File: config.mk
export PLATFORM = sky130hd
export DESIGN_NAME = adcfg_top
export DESIGN_NICKNAME = d
export VERILOG_FILES = /design/src/rtl/adcfg_slot_ctr.v /design/src/rtl/adcfg_top.v
export VERILOG_INCLUDE_DIRS = /design/src /design/src/rtl
export SDC_FILE = /design/constraint.sdc
export NUM_CORES = 1
export LEC_CHECK = 0
export ABC_AREA = 1
export ABC_CLOCK_PERIOD_IN_PS = 10070
export BUFFER_PORTS_ARGS = -buffer_cell sky130_fd_sc_hd__buf_2
export CORE_ASPECT_RATIO = 0.75
export CORE_MARGIN = 5
export CORE_UTILIZATION = 65
export DETAILED_ROUTE_END_ITERATION = 6
export PLACE_DENSITY = 0.92
export SLEW_MARGIN = 40
export SYNTH_ARGS = -nofsm -noshare
export SYNTH_HDL_FRONTEND = slang
export SYNTH_SLANG_ARGS = --single-unit
File: constraint.sdc
create_clock -name clk_sys -period 10.07 [get_ports clk_sys]
set_input_delay 1.007 -clock clk_sys [delete_from_list [all_inputs] [get_ports clk_sys]]
set_output_delay 1.007 -clock clk_sys [all_outputs]
set_load 0.02 [all_outputs]
File: src/rtl/adcfg_defs.vh
// constants for the channel configuration and slot block
`ifndef ADCFG_DEFS_VH
`define ADCFG_DEFS_VH
// address/command byte fields
`define ADCFG_ACB_RSVD 7
`define ADCFG_ACB_XSEL 6
`define ADCFG_ACB_ADDR_HI 5
`define ADCFG_ACB_ADDR_LO 0
// channel control fields
`define ADCFG_CR_AS0 7
`define ADCFG_CR_AS1 6
`define ADCFG_CR_IPD 5
`define ADCFG_CR_ALGO_STATE_RESET 4
`define ADCFG_CR_BYP 3
`define ADCFG_CR_LAW 2
`define ADCFG_CR_AS2 1
`define ADCFG_CR_DIR 0
// reset values: idle set, all else clear
`define ADCFG_CR_RESET 8'h20
`define ADCFG_SLOT_RESET 6'h00
// algorithm codes as {as2,as1,as0}
`define ADCFG_ALG_32K 3'h0
`define ADCFG_ALG_24K 3'h7
`define ADCFG_ALG_16K 3'h5
// slot counts per frame
`define ADCFG_SLOTS_PCM_MU 7'd32
`define ADCFG_SLOTS_PCM_A 7'd32
`define ADCFG_SLOTS_ADPCM_MU 7'd64
`define ADCFG_SLOTS_ADPCM_A 7'd64
// bit widths of slots
`define ADCFG_WIDTH_PCM 4'd8
`define ADCFG_WIDTH_ADPCM 4'd4
// algorithm reset duration in system clocks
`define ADCFG_ALGO_STATE_RESET_NS 400
`define ADCFG_CLK_NS 40
`define ADCFG_ALGO_STATE_RESET_CYC ((`ADCFG_ALGO_STATE_RESET_NS + `ADCFG_CLK_NS - 1) / `ADCFG_CLK_NS)
`endif

File: src/rtl/adcfg_slot_ctr.v
// per-side slot counter: finds active input and output slots
`timescale 1ns/10ps
module adcfg_slot_ctr
(
	clk_sys,
	rst_n,
	bclk_rise,
	fsync,
	dir_comp,
	law_mu,
	in_slot,
	out_slot,
	in_active,
	out_active
);
`include "adcfg_defs.vh"
input wire clk_sys;
input wire rst_n;
input wire bclk_rise;
input wire fsync;
input wire dir_comp;
input wire law_mu;
input wire [5:0] in_slot;
input wire [5:0] out_slot;
output reg in_active;
output reg out_active;

reg armed_r;
reg run_r;
reg [8:0] bit_r;
wire [3:0] in_w;
wire [3:0] out_w;
wire [6:0] in_n;
wire [6:0] out_n;

// width picks bits per slot, count picks slots per frame
function [6:0] slot_count;
	input pcm;
	input mu;
	begin
		if (pcm)
			slot_count = mu ? `ADCFG_SLOTS_PCM_MU : `ADCFG_SLOTS_PCM_A;
		else
			slot_count = mu ? `ADCFG_SLOTS_ADPCM_MU : `ADCFG_SLOTS_ADPCM_A;
	end
endfunction

// compress: pcm in, adpcm out; expand: the reverse
// width and count
assign in_w = dir_comp ? `ADCFG_WIDTH_PCM : `ADCFG_WIDTH_ADPCM;
assign out_w = dir_comp ? `ADCFG_WIDTH_ADPCM : `ADCFG_WIDTH_PCM;
assign in_n = slot_count(dir_comp, law_mu);
assign out_n = slot_count(!dir_comp, law_mu);

// count bit clocks from first rising edge after frame sync
// start after sync
always @(posedge clk_sys or negedge rst_n)
begin
	if (!rst_n)
	begin
		armed_r <= 1'b0;
		run_r <= 1'b0;
		bit_r <= 9'h000;
	end
	else if (fsync)
	begin
		armed_r <= 1'b1;
		run_r <= 1'b0;
		bit_r <= 9'h000;
	end
	else if (bclk_rise)
	begin
		if (armed_r)
		begin
			armed_r <= 1'b0;
			run_r <= 1'b1;
			bit_r <= 9'h000;
		end
		else if (run_r)
			bit_r <= bit_r + 9'h001;
	end
end

// compare current slot with programmed slot
// slot match
always @*
begin
	in_active = run_r &&
		(bit_r / {5'h00, in_w}) == {3'h0, in_slot} &&
		({3'h0, in_slot} < {2'h0, in_n});
	out_active = run_r &&
		(bit_r / {5'h00, out_w}) == {3'h0, out_slot} &&
		({3'h0, out_slot} < {2'h0, out_n});
end
endmodule

File: src/rtl/adcfg_top.v
// serial port, channel registers, pin-strap mode and slot timing
//
// Notes on behaviour
// - bypass only when bypass set, idle clear
// - bypass passes top nibble of each byte compressing, nibble then zeros expanding
// - control bit 2 picks a-law or mu-law
// - control bit 0 picks compress or expand
// - command bit 7 zero, bit 6 picks x
// - command bits 5..0 hold device address
// - bits 1,6,7 pick 32, 24, 16 kbit/s
// - control bit 5 idles channel, output off
// - control bit 4 resets algorithm state
// - input slot byte holds six-bit slot
// - output slot byte holds six-bit slot
// - counters from slot registers time data
// - slot width, count follow direction, law
// - slot layout ignores selected algorithm
// - counting starts first bit clock after sync
// - port-select low: pins drive idle, law, direction
// - pin-strapped mode fixes all slots at zero
// - address pins give direction and law
// - data pin idles y, select idles x
// - address pins 1, 4 give algorithm
// - select low, rising clock, lsb first
// - address mismatch ignores rest of write
// - algorithm reset bit self-clears when done
// - reset clears control except idle bits
`timescale 1ns/10ps
module adcfg_top
(
	clk_sys,
	arst_n,
	port_select_pin,
	sclk_pin,
	serial_in_pin,
	cs_n_pin,
	dev_addr_pin,
	side_x_frame_sync,
	side_x_bit_clock,
	side_x_data_in,
	side_y_frame_sync,
	side_y_bit_clock,
	side_y_data_in,
	side_x_data_out,
	side_x_data_oe_n,
	side_y_data_out,
	side_y_data_oe_n,
	x_channel_control,
	y_channel_control,
	x_algo_reset,
	y_algo_reset,
	x_in_slot_active,
	x_out_slot_active,
	y_in_slot_active,
	y_out_slot_active
);
`include "adcfg_defs.vh"
parameter ALGO_STATE_RESET_CYCLES = `ADCFG_ALGO_STATE_RESET_CYC;
input wire clk_sys;
input wire arst_n;
input wire port_select_pin;
input wire sclk_pin;
input wire serial_in_pin;
input wire cs_n_pin;
input wire [5:0] dev_addr_pin;
input wire side_x_frame_sync;
input wire side_x_bit_clock;
input wire side_x_data_in;
input wire side_y_frame_sync;
input wire side_y_bit_clock;
input wire side_y_data_in;
output reg side_x_data_out;
output reg side_x_data_oe_n;
output reg side_y_data_out;
output reg side_y_data_oe_n;
output reg [7:0] x_channel_control;
output reg [7:0] y_channel_control;
output reg x_algo_reset;
output reg y_algo_reset;
output reg x_in_slot_active;
output reg x_out_slot_active;
output reg y_in_slot_active;
output reg y_out_slot_active;

localparam ST_ACB = 2'b00;
localparam ST_CR = 2'b01;
localparam ST_ITR = 2'b10;
localparam ST_OTR = 2'b11;

////////////////////////////////////////////////////////////////////////////
// reset release and pin synchronisers

reg [1:0] rst_sync_r;
wire rst_n;
reg [1:0] s1_r;
reg [1:0] s2_r;
reg [1:0] cs1_r;
reg [1:0] di1_r;
reg [1:0] ps1_r;
reg [5:0] ad1_r;
reg [5:0] ad2_r;
reg [1:0] fs1_r;
reg [1:0] fs2_r;
reg [1:0] bc1_r;
reg [1:0] bc2_r;
reg [1:0] dn1_r;
reg [1:0] dn2_r;
reg sclk_d_r;
reg [1:0] bclk_d_r;
reg busy_r;

// two-stage release of the asynchronous reset
always @(posedge clk_sys or negedge arst_n)
begin
	if (!arst_n)
		rst_sync_r <= 2'b00;
	else
		rst_sync_r <= {rst_sync_r[0], 1'b1};
end
assign rst_n = rst_sync_r[1];

// every outside pin passes two flops
always @(posedge clk_sys or negedge rst_n)
begin
	if (!rst_n)
	begin
		s1_r <= 2'b00;
		s2_r <= 2'b00;
		cs1_r <= 2'b11;
		di1_r <= 2'b00;
		// reset as serial mode so the idle reset value is not wiped
		ps1_r <= 2'b11;
		ad1_r <= 6'h00;
		ad2_r <= 6'h00;
		fs1_r <= 2'b00;
		fs2_r <= 2'b00;
		bc1_r <= 2'b00;
		bc2_r <= 2'b00;
		dn1_r <= 2'b00;
		dn2_r <= 2'b00;
		sclk_d_r <= 1'b0;
		bclk_d_r <= 2'b00;
	end
	else
	begin
		s1_r <= {s1_r[0], sclk_pin};
		s2_r <= s1_r;
		cs1_r <= {cs1_r[0], cs_n_pin};
		di1_r <= {di1_r[0], serial_in_pin};
		ps1_r <= {ps1_r[0], port_select_pin};
		ad1_r <= dev_addr_pin;
		ad2_r <= ad1_r;
		fs1_r <= {side_y_frame_sync, side_x_frame_sync};
		fs2_r <= fs1_r;
		bc1_r <= {side_y_bit_clock, side_x_bit_clock};
		bc2_r <= bc1_r;
		dn1_r <= {side_y_data_in, side_x_data_in};
		dn2_r <= dn1_r;
		sclk_d_r <= s1_r[1];
		bclk_d_r <= bc2_r;
	end
end

wire sclk_s = s1_r[1];
wire cs_n_s = cs1_r[1];
wire sdi_s = di1_r[1];
wire sw_mode = ps1_r[1];
wire sclk_rise = sclk_s && !sclk_d_r;
wire [1:0] bclk_rise = bc2_r & ~bclk_d_r;
wire [1:0] bclk_fall = ~bc2_r & bclk_d_r;

////////////////////////////////////////////////////////////////////////////
// serial write port

reg [1:0] st_r;
reg [2:0] bitn_r;
reg [7:0] shf_r;
reg match_r;
reg xsel_r;
reg [7:0] cr_x_r;
reg [7:0] cr_y_r;
reg [5:0] its_x_r;
reg [5:0] its_y_r;
reg [5:0] ots_x_r;
reg [5:0] ots_y_r;
reg [15:0] alc_x_r;
reg [15:0] alc_y_r;
wire [7:0] byte_nxt = {sdi_s, shf_r[7:1]};
wire byte_done = sclk_rise && !cs_n_s && bitn_r == 3'd7;

// shift lsb first on rising serial clock, select low
// serial sampling
always @(posedge clk_sys or negedge rst_n)
begin
	if (!rst_n)
	begin
		st_r <= ST_ACB;
		bitn_r <= 3'd0;
		shf_r <= 8'h00;
		match_r <= 1'b0;
		xsel_r <= 1'b0;
		cr_x_r <= `ADCFG_CR_RESET;
		cr_y_r <= `ADCFG_CR_RESET;
		its_x_r <= `ADCFG_SLOT_RESET;
		its_y_r <= `ADCFG_SLOT_RESET;
		ots_x_r <= `ADCFG_SLOT_RESET;
		ots_y_r <= `ADCFG_SLOT_RESET;
		alc_x_r <= 16'h0000;
		alc_y_r <= 16'h0000;
		busy_r <= 1'b0;
	end
	else if (!sw_mode)
	begin
		st_r <= ST_ACB;
		bitn_r <= 3'd0;
		match_r <= 1'b0;
		busy_r <= 1'b0;
		cr_x_r <= 8'h00;
		cr_y_r <= 8'h00;
		its_x_r <= 6'h00;
		its_y_r <= 6'h00;
		ots_x_r <= 6'h00;
		ots_y_r <= 6'h00;
		alc_x_r <= 16'h0000;
		alc_y_r <= 16'h0000;
	end
	else
	begin
		busy_r <= !cs_n_s && match_r;
		if (cr_x_r[`ADCFG_CR_ALGO_STATE_RESET])
		begin
			alc_x_r <= alc_x_r + 16'h0001;
			if (alc_x_r == ALGO_STATE_RESET_CYCLES[15:0] - 16'h0001)
			begin
				cr_x_r[`ADCFG_CR_ALGO_STATE_RESET] <= 1'b0;
				alc_x_r <= 16'h0000;
			end
		end
		if (cr_y_r[`ADCFG_CR_ALGO_STATE_RESET])
		begin
			alc_y_r <= alc_y_r + 16'h0001;
			if (alc_y_r == ALGO_STATE_RESET_CYCLES[15:0] - 16'h0001)
			begin
				cr_y_r[`ADCFG_CR_ALGO_STATE_RESET] <= 1'b0;
				alc_y_r <= 16'h0000;
			end
		end
		if (cs_n_s)
		begin
			st_r <= ST_ACB;
			bitn_r <= 3'd0;
			match_r <= 1'b0;
		end
		else if (sclk_rise)
		begin
			shf_r <= byte_nxt;
			bitn_r <= bitn_r + 3'd1;
			if (byte_done)
			begin
				case (st_r)
				ST_ACB:
				begin
					match_r <= !byte_nxt[`ADCFG_ACB_RSVD] &&
						byte_nxt[`ADCFG_ACB_ADDR_HI:`ADCFG_ACB_ADDR_LO]
						== ad2_r;
					xsel_r <= byte_nxt[`ADCFG_ACB_XSEL];
					st_r <= ST_CR;
				end
				ST_CR:
				begin
					if (match_r && xsel_r)
						cr_x_r <= byte_nxt;
					if (match_r && !xsel_r)
						cr_y_r <= byte_nxt;
					st_r <= ST_ITR;
				end
				ST_ITR:
				begin
					if (match_r && xsel_r)
						its_x_r <= byte_nxt[5:0];
					if (match_r && !xsel_r)
						its_y_r <= byte_nxt[5:0];
					st_r <= ST_OTR;
				end
				ST_OTR:
				begin
					if (match_r && xsel_r)
						ots_x_r <= byte_nxt[5:0];
					if (match_r && !xsel_r)
						ots_y_r <= byte_nxt[5:0];
					match_r <= 1'b0;
					st_r <= ST_ACB;
				end
				default:
					st_r <= ST_ACB;
				endcase
			end
		end
	end
end

////////////////////////////////////////////////////////////////////////////
// effective configuration: registers or strap pins

reg [7:0] eff_x;
reg [7:0] eff_y;

// algorithm from pins 1 and 4
always @*
begin
	eff_x = cr_x_r;
	eff_y = cr_y_r;
	if (!sw_mode)
	begin
		eff_x = 8'h00;
		eff_y = 8'h00;
		eff_x[`ADCFG_CR_DIR] = ad2_r[0];
		eff_x[`ADCFG_CR_LAW] = ad2_r[2];
		eff_y[`ADCFG_CR_DIR] = ad2_r[3];
		eff_y[`ADCFG_CR_LAW] = ad2_r[5];
		eff_y[`ADCFG_CR_IPD] = sdi_s;
		eff_x[`ADCFG_CR_IPD] = cs_n_s;
		eff_x[`ADCFG_CR_AS0] = ad2_r[1] | ad2_r[4];
		eff_x[`ADCFG_CR_AS2] = ad2_r[1] | ad2_r[4];
		eff_x[`ADCFG_CR_AS1] = ad2_r[1] & ad2_r[4];
		eff_x[`ADCFG_CR_AS1] = eff_x[`ADCFG_CR_AS1] & ~ad2_r[1];
		eff_y[`ADCFG_CR_AS0] = eff_x[`ADCFG_CR_AS0];
		eff_y[`ADCFG_CR_AS1] = eff_x[`ADCFG_CR_AS1];
		eff_y[`ADCFG_CR_AS2] = eff_x[`ADCFG_CR_AS2];
	end
end

////////////////////////////////////////////////////////////////////////////
// slot timing per side

wire xi_act;
wire xo_act;
wire yi_act;
wire yo_act;

adcfg_slot_ctr u_x_slots
(
	.clk_sys(clk_sys),
	.rst_n(rst_n),
	.bclk_rise(bclk_rise[0]),
	.fsync(fs2_r[0]),
	.dir_comp(eff_x[`ADCFG_CR_DIR]),
	.law_mu(eff_x[`ADCFG_CR_LAW]),
	.in_slot(its_x_r),
	.out_slot(ots_x_r),
	.in_active(xi_act),
	.out_active(xo_act)
);

adcfg_slot_ctr u_y_slots
(
	.clk_sys(clk_sys),
	.rst_n(rst_n),
	.bclk_rise(bclk_rise[1]),
	.fsync(fs2_r[1]),
	.dir_comp(eff_y[`ADCFG_CR_DIR]),
	.law_mu(eff_y[`ADCFG_CR_LAW]),
	.in_slot(its_y_r),
	.out_slot(ots_y_r),
	.in_active(yi_act),
	.out_active(yo_act)
);

////////////////////////////////////////////////////////////////////////////
// bypass data path and output drive

reg [7:0] byp_x_r;
reg [7:0] byp_y_r;
wire byp_x = eff_x[`ADCFG_CR_BYP] && !eff_x[`ADCFG_CR_IPD];
wire byp_y = eff_y[`ADCFG_CR_BYP] && !eff_y[`ADCFG_CR_IPD];

// capture on falling bit clock, drive on rising edge
// bypass condition
always @(posedge clk_sys or negedge rst_n)
begin
	if (!rst_n)
	begin
		byp_x_r <= 8'h00;
		byp_y_r <= 8'h00;
		side_x_data_out <= 1'b0;
		side_y_data_out <= 1'b0;
		side_x_data_oe_n <= 1'b1;
		side_y_data_oe_n <= 1'b1;
		x_channel_control <= `ADCFG_CR_RESET;
		y_channel_control <= `ADCFG_CR_RESET;
		x_algo_reset <= 1'b0;
		y_algo_reset <= 1'b0;
		x_in_slot_active <= 1'b0;
		x_out_slot_active <= 1'b0;
		y_in_slot_active <= 1'b0;
		y_out_slot_active <= 1'b0;
	end
	else
	begin
		if (bclk_fall[0] && xi_act)
			byp_x_r <= {byp_x_r[6:0], dn2_r[0]};
		else if (bclk_rise[0] && xo_act)
			byp_x_r <= {byp_x_r[6:0], 1'b0};
		if (bclk_fall[1] && yi_act)
			byp_y_r <= {byp_y_r[6:0], dn2_r[1]};
		else if (bclk_rise[1] && yo_act)
			byp_y_r <= {byp_y_r[6:0], 1'b0};
		// idle, no bypass or a write to this device address turns the output off at once
		if (bclk_rise[0])
		begin
			side_x_data_oe_n <= !(xo_act && byp_x && !busy_r);
			side_x_data_out <= eff_x[`ADCFG_CR_DIR] ?
				byp_x_r[7] : byp_x_r[3];
		end
		else if (!byp_x || busy_r)
			side_x_data_oe_n <= 1'b1;
		if (bclk_rise[1])
		begin
			side_y_data_oe_n <= !(yo_act && byp_y && !busy_r);
			side_y_data_out <= eff_y[`ADCFG_CR_DIR] ?
				byp_y_r[7] : byp_y_r[3];
		end
		else if (!byp_y || busy_r)
			side_y_data_oe_n <= 1'b1;
		x_channel_control <= eff_x;
		y_channel_control <= eff_y;
		x_algo_reset <= eff_x[`ADCFG_CR_ALGO_STATE_RESET];
		y_algo_reset <= eff_y[`ADCFG_CR_ALGO_STATE_RESET];
		x_in_slot_active <= xi_act;
		x_out_slot_active <= xo_act;
		y_in_slot_active <= yi_act;
		y_out_slot_active <= yo_act;
	end
end
endmodule

---- Word level (Yosys, flattened, before mapping) ----
Cells that the tools add are included.
storage, ports and cells
  register bits after elaboration ......... 189
  output and inout bits ................... 26
  word-level logic and storage cells ...... 256
operators by class
  add/subtract/negate cells ............... 5
  div/mod/pow operators ................... 4
  $lt $le $gt $ge ......................... 4
  equality and inequality tests ........... 24
  multiplexer cells ....................... 96
  bitwise operators ....................... 9
  reduce and logical (&&, ||, !) cells .... 63
operators by type and width
  kind                   count
  $mux 8                 18
  $mux 6                 22
  $mux 16                6
  $mux 9                 8
  $div 9x4->9            4
  $eq 9x6->1             4
  $reduce_and 5->1       7
  $add 16x1->16 const B  2
  $eq 16x4->1 const B    2
  $lt 6x7->1             4
  $mux 7                 4
  $logic_and 1x1->1      25
  $mux 1                 25
  $add 9x1->9 const B    2
  $ne 2x1->1 const B     9
  $mux 4                 4
  $reduce_bool 2->1      8
  $logic_not 1->1        11
  $reduce_and 2->1       5
  $mux 3                 3
  $mux 2                 4
  $pmux 2 s4             1
  $eq 6x6->1             1
  $ne 3x2->1 const B     2
  other kinds (16)       24

---- Depth between registers and ports, before layout ----
  word-level depth ........................ 12
  depth in mapped cells ................... 58

---- Hierarchy ----
From an unflattened synthesis, not the netlist that was laid out.
second synthesis, totals
  cells, all modules ...................... 1439
  area, all modules ....................... 11683.7 um^2
by module, submodules not included
  module          instances  cells each  area each (um^2)
  adcfg_top       1          729         6884.1
  adcfg_slot_ctr  2          355         2399.8

---- Least setup slack after synthesis ----
No wires, ideal clock.
  kind .................................... register to register
  from .................................... register ps1_r[1]
  to ...................................... register byp_x_r[1]
  setup time .............................. 0.117 ns
  data arrival time ....................... 7.592 ns
  setup slack ............................. 2.361 ns
  cell stages (with the launch flop) ...... 55
  path buffers ............................ 1
  period minus slack after synthesis ...... 7.709 ns
  path through ............................ dfstp_2 -> buf_6 -> inv_4 -> nand2_4 -> nand2_4 -> inv_1 -> ha_1 -> inv_1 -> o21ai_2 -> nand2_2 -> nand2_2 -> nand2_1 -> inv_1 -> ha_1 -> o21ai_2 -> nand2_1 -> o21ai_1 -> inv_1 -> [... 19 more ...] -> ha_1 -> inv_1 -> nor2_1 -> nor2_1 -> nand3_2 -> nor2_4 -> nand2_2 -> nor2_1 -> a21oi_1 -> ha_1 -> o21ai_0 -> nand3b_1 -> inv_1 -> nand4_2 -> nand4_4 -> nand2_2 -> nand2_1 -> nand2_1
between the ends
  longest elaborated chain between the ends .. 8
  elaborated cells between the ends (all ways) .. 19
  those cells by class .................... div: 2; order compare: 2; eq/ne: 2; mux: 6; reduce/logical: 7
RTL lines
  element                                      line                                      text
  start: declaration                           adcfg_top.v:99                            reg [1:0] ps1_r;
  start signal: assignment                     adcfg_top.v:150                           ps1_r <= {ps1_r[0], port_select_pin};
  $mux 8 *                                     adcfg_top.v:313                           if (!sw_mode)
  named net eff_x[0]                           adcfg_top.v:305                           reg [7:0] eff_x;
  $mux 4 (no line)                             n/a
  $div 9x4->9 (on tied branches)               adcfg_slot_ctr.v:89, adcfg_slot_ctr.v:92
  $eq 9x6->1 (on tied branches)                adcfg_slot_ctr.v:89, adcfg_slot_ctr.v:92
  $logic_and 1x1->1 (on tied branches)         adcfg_slot_ctr.v:88, adcfg_slot_ctr.v:91
  $logic_and 1x1->1 (on tied branches)         adcfg_slot_ctr.v:89, adcfg_slot_ctr.v:92
  $logic_and 1x1->1 (on tied branches)         adcfg_top.v:400, adcfg_top.v:402
  $mux 8 or $reduce_bool 2->1 (tied branches)  n/a
  end signal: assignment                       adcfg_top.v:401                           byp_x_r <= {byp_x_r[6:0], dn2_r[0]};
  end signal: assignment                       adcfg_top.v:403                           byp_x_r <= {byp_x_r[6:0], 1'b0};
  end: declaration                             adcfg_top.v:372                           reg [7:0] byp_x_r;
The timed path passes the listed nets; every way through them passes the cells marked *.
A chain may end at the register's enable or synchronous reset.

---- Final worst setup path ----
  from .................................... register ps1_r[1]
  to ...................................... register byp_y_r[1]
between the ends
  longest elaborated chain between the ends .. 8
  elaborated cells between the ends (all ways) .. 19
  those cells by class .................... div: 2; order compare: 2; eq/ne: 2; mux: 6; reduce/logical: 7
RTL lines
  element                                      line                                      text
  $mux 8 *                                     adcfg_top.v:313
  named net eff_y[0]                           adcfg_top.v:306                           reg [7:0] eff_y;
  $mux 4 (no line)                             n/a
  $div 9x4->9 (on tied branches)               adcfg_slot_ctr.v:89, adcfg_slot_ctr.v:92
  $eq 9x6->1 (on tied branches)                adcfg_slot_ctr.v:89, adcfg_slot_ctr.v:92
  $logic_and 1x1->1 (on tied branches)         adcfg_slot_ctr.v:88, adcfg_slot_ctr.v:91
  $logic_and 1x1->1 (on tied branches)         adcfg_slot_ctr.v:89, adcfg_slot_ctr.v:92
  $logic_and 1x1->1 (on tied branches)         adcfg_top.v:404, adcfg_top.v:406
  $mux 8 or $reduce_bool 2->1 (tied branches)  n/a
  end signal: assignment                       adcfg_top.v:405                           byp_y_r <= {byp_y_r[6:0], dn2_r[1]};
  end signal: assignment                       adcfg_top.v:407                           byp_y_r <= {byp_y_r[6:0], 1'b0};
  end: declaration                             adcfg_top.v:373                           reg [7:0] byp_y_r;
Marked as above.

==> results by stage <==
Outcome:
- The flow ran to the end, and the final reports show no timing, DRC or antenna violations.

Yosys:
- The post-synthesis cell type with the largest combined area is sky130_fd_sc_hd__dfrtp_1.
- The most used flip-flop cell after synthesis is sky130_fd_sc_hd__dfrtp_1.
- The cell area that synthesis handed to floorplanning was 11,000 um^2.
- The synthesized design contains 186 register bits.
- The number of nets handed over by synthesis was 1,398.
- Synthesis produced 1,308 cells.
- Ranked by total cell area, the synthesized netlist is headed by sky130_fd_sc_hd__dfrtp_1 40%, sky130_fd_sc_hd__ha_1 8.2%, sky130_fd_sc_hd__nand2_1 8.1%, sky130_fd_sc_hd__inv_1 5.6%, sky130_fd_sc_hd__o21ai_0 4.4%.
- The top cell type by area accounts for 40.2% of the synthesized area.
- In this run, distinct cell masters in the synthesized netlist total 58.
- The yosys synthesis warning count is 0.
- In this run, synthesis inferred 0 flip-flops with an integrated enable.
- For this run, the register share of the synthesized area comes to 42.6%.
- The async set or reset register ratio after synthesis is 100%.
- The average instance in the mapped netlist occupies 8.38 um^2.

STA:
- The final count of negative-setup-slack endpoints is 0.
- The fmax is 110 MHz.
- The actual slew at the worst max-slew pin is 698 ps.
- The fraction of the cycle the final worst path needs is 90.1%.
- The max-slew violation count is 0.
- Measured against its own limit, the worst slew margin works out to 53.5%.
- The number of hold violations in the final report was 0.
- Across the routed clock network, the largest skew measured is 17.0 ps.
- The total negative slack is 0 ps.
- Once routing completed, OpenROAD measured the worst setup slack at 996 ps.
- Setup repair after global routing left no endpoint under its margin.
- The worst path needs 9070 ps of the cycle, external delays included.

Critical path:
- The slowest cell on the critical path is sky130_fd_sc_hd__dfstp_4.
- The critical path in this run is classified as reg -> reg.
- The most frequent cell on the critical path is sky130_fd_sc_hd__nand2_1.
- STA puts the critical path data arrival time at 9450 ps.
- STA classifies the critical path endpoint as a flop.
- Of all nets on the critical path, the largest fanout is 34.
- The critical path launch point type is a flop.
- Among cell families on the critical path, the largest total delay comes from simple AND/OR/NAND/NOR gates.
- The largest single stage delay on the critical path is 840 ps.
- The required time at the worst-slack endpoint is 10,450 ps.
- Counting both buffers and inverters, the worst setup path holds a total of 10.

CTS:
- In this run, CTS created clock tree buffers numbering 17.
- The root buffer cell is sky130_fd_sc_hd__clkbuf_16.
- The tree built by TritonCTS fans out to 186 sinks.
- The count of hold-fix buffers inserted at cts is 0.
- Clock-pin slew was measured on the worst setup and hold paths at 80 ps.
- At the later pin of the worst-skew pair, clock insertion delay measures 440 ps.
- The maximum root-to-sink buffer count is 2.
- TritonCTS built the clock tree.
- The count of H-tree levels built during CTS is 4.

Floorplanning:
- The floorplan step defined a die boundary enclosing 19,600 um^2.
- The floorplan die height is 122 um.
- The number of rows created at floorplan is 41.
- The initial core utilization is 65.7%.
- The die width is 160 um.
- The number of primary I/O pins is 44.
- After floorplanning, the core was sized to cover 16,700 um^2.

Detailed routing:
- After detailed routing, the number of vias per cell comes to 5.82.
- After the first detailed-routing iteration, the DRC count stood at 752.
- The pre-antenna-repair detailed-routing pass consisted of 5 iterations.
- For this block, the via count after detailed routing is 9,137.
- The count of nets left with antenna violations after detail routing is 0.
- For this run, design rule violations remaining after detail routing come to 0.
- The sum of routed wire length over all layers is 24,400 um.
- After detailed routing, the average wire length per cell comes to 15.5 um.

Global route:
- The total grt overflow is 0.
- Entering global routing, the biggest net connects 82 pins.
- The first-pass GRT wire length is 41,100 um.
- The number of antenna violations at the first check in global routing was 0.
- For this run, the total global-route usage over all layers was measured as 25.4%.
- The number of global-route vias before repair came to 8,857.

Job:
- The tool flagged a number of max-cap violations equal to 0.

Finish:
- The area growth from synthesis to layout is 9.38%.
- The number of antenna diodes in the final layout is 0.
- The post-route netlist has 16.8% of its cells at a drive strength greater than 1.
- The number of nets at the end of the flow is 1,433.
- After filler insertion, the fill cell instance count of the layout stands at 1,139.

Placement:
- The worst slack at placement is 747 ps.
- During placement, the flow inserted port buffers numbering 43.
- Once detailed placement completed, the half-perimeter wirelength came to 17,200 um.
- The placer congestion estimate is 0.891.

Power and ir drop:
- VDD sags by at most 129 uV.
- For this design the static power due to leakage is 5.90 nW.
- The cell area power density is 158 nW/um^2.

Hold path:
- The worst hold path class is reg -> async.
## per-stage QoR
step           instance area [um^2]  util (%)  hold WS, ps  instances  total power, W
2_1_floorplan                 11000         -          331       1308         0.00116
3_3_place_gp                  11300      67.8          234       1533         0.00122
3_5_place_dp                  11300      67.9          238       1533         0.00124
4_1_cts                       11900      71.4          245       1565         0.00189
5_1_grt                       12000      71.9          267       1571         0.00200
6_report                      12000      71.9          231       1571         0.00189
## path summary, 6_finish.rpt
path,startpoint,endpoint,slack [ps],cells after the start
setup / recovery,ps1_r[1]$_DFF_PN1_,byp_y_r[1]$_DFFE_PN0P_,1000,53
hold / removal,rst_sync_r[1]$_DFF_PN0_,byp_y_r[5]$_DFFE_PN0P_,230,0
setup reg to reg,ps1_r[1]$_DFF_PN1_,byp_y_r[1]$_DFFE_PN0P_,1000,53
hold reg to reg,rst_sync_r[1]$_DFF_PN0_,byp_y_r[5]$_DFFE_PN0P_,230,0
max in group asynchronous,rst_sync_r[1]$_DFF_PN0_,byp_x_r[7]$_DFFE_PN0P_,8180,2
min in group clk_sys,fs1_r[0]$_DFF_PN0_,fs2_r[0]$_DFF_PN0_,350,0
## cell type report
| type | count | area, um^2 | area share [%] |
|---|---|---|---|
| Clock inverter | 14 | 154 | 1.28 |
| Tap cell | 215 | 269 | 2.24 |
| Multi-Input combinational cell | 905 | 5480 | 45.7 |
| Clock buffer | 18 | 429 | 3.58 |
| Inverter | 181 | 692 | 5.77 |
| Sequential cell | 186 | 4670 | 39.0 |
| Timing Repair Buffer | 52 | 290 | 2.42 |
## flip-flops by register name (all words and copies together), names as in the netlist, 7 cells and up
name and count:
byp_y_r 8, cr_y_r 8, alc_x_r 16, byp_x_r 8, u_x_slots.bit_r 9, u_y_slots.bit_r 9
cr_x_r 8, x_channel_control 8, alc_y_r 16, y_channel_control 8, shf_r 7
## per-layer routing
metal	part of all wire [%]	GRT usage [%]	vias up
li1	-	-	4411
met4	1.6	7.42	0
met2	48	42.8	332
met3	6.6	5.04	41
met5	0	0	-
met1	44	34.0	4353
## cell families (layout without fill, tap and decap cells)
kind of cell	Yosys count	after routing	share of synthesized area (%)
XOR/XNOR	26	26	2.08
AO/OA/AOI/OAI	222	222	12.0
adder cells (fa/ha/maj)	72	72	8.22
AND/OR/NAND/NOR	584	584	27.4
other	1	1	0.0342
buffers and inverters	217	265	7.72
flip-flops	186	186	42.6
## synthesized netlist by cell type, types with 13 or more instances
cell and number:
sky130_fd_sc_hd__nand3_2 16, sky130_fd_sc_hd__o22ai_1 28, sky130_fd_sc_hd__nand2_1 236, sky130_fd_sc_hd__nand3_1 76, sky130_fd_sc_hd__inv_1 163, sky130_fd_sc_hd__ha_1 72
sky130_fd_sc_hd__nand4_1 24, sky130_fd_sc_hd__dfrtp_1 176, sky130_fd_sc_hd__o21ai_1 13, sky130_fd_sc_hd__nor3_1 37, sky130_fd_sc_hd__a21oi_1 37, sky130_fd_sc_hd__nand2_2 29
sky130_fd_sc_hd__nor2_1 101, sky130_fd_sc_hd__inv_2 13, sky130_fd_sc_hd__o21ai_0 96, sky130_fd_sc_hd__clkbuf_1 32, sky130_fd_sc_hd__xor2_1 22
## repair_timing
| item | in CTS | in global routing |
|---|---|---|
| setup buffers | 0 | 6 |
| setup endpoints to repair | 0 | 18 |
| gates resized for setup | 0 | 3 |
## layout by cell type, fill, tap and decap left out, types with 16 or more instances in the layout
cell type / synthesis / layout
sky130_fd_sc_hd__a21oi_1: 37 / 37
sky130_fd_sc_hd__buf_2: 0 / 43
sky130_fd_sc_hd__clkbuf_16: 0 / 17
sky130_fd_sc_hd__dfrtp_1: 176 / 175
sky130_fd_sc_hd__ha_1: 72 / 72
sky130_fd_sc_hd__inv_1: 163 / 162
sky130_fd_sc_hd__nand2_1: 236 / 236
sky130_fd_sc_hd__nand2_2: 29 / 29
sky130_fd_sc_hd__nand3_1: 76 / 76
sky130_fd_sc_hd__nand3_2: 16 / 16
sky130_fd_sc_hd__nand4_1: 24 / 24
sky130_fd_sc_hd__nor2_1: 101 / 99
sky130_fd_sc_hd__nor3_1: 37 / 37
sky130_fd_sc_hd__o21ai_0: 96 / 96
sky130_fd_sc_hd__o22ai_1: 28 / 28
sky130_fd_sc_hd__xor2_1: 22 / 22
## power breakdown
part | internal [W] | total, W | switching [W]
Clock | 0.000333 | 0.000656 | 0.000323
Sequential | 0.000778 | 0.000805 | 0.0000277
Combinational | 0.000148 | 0.000431 | 0.000283
Power figures use the tool's default switching activity.
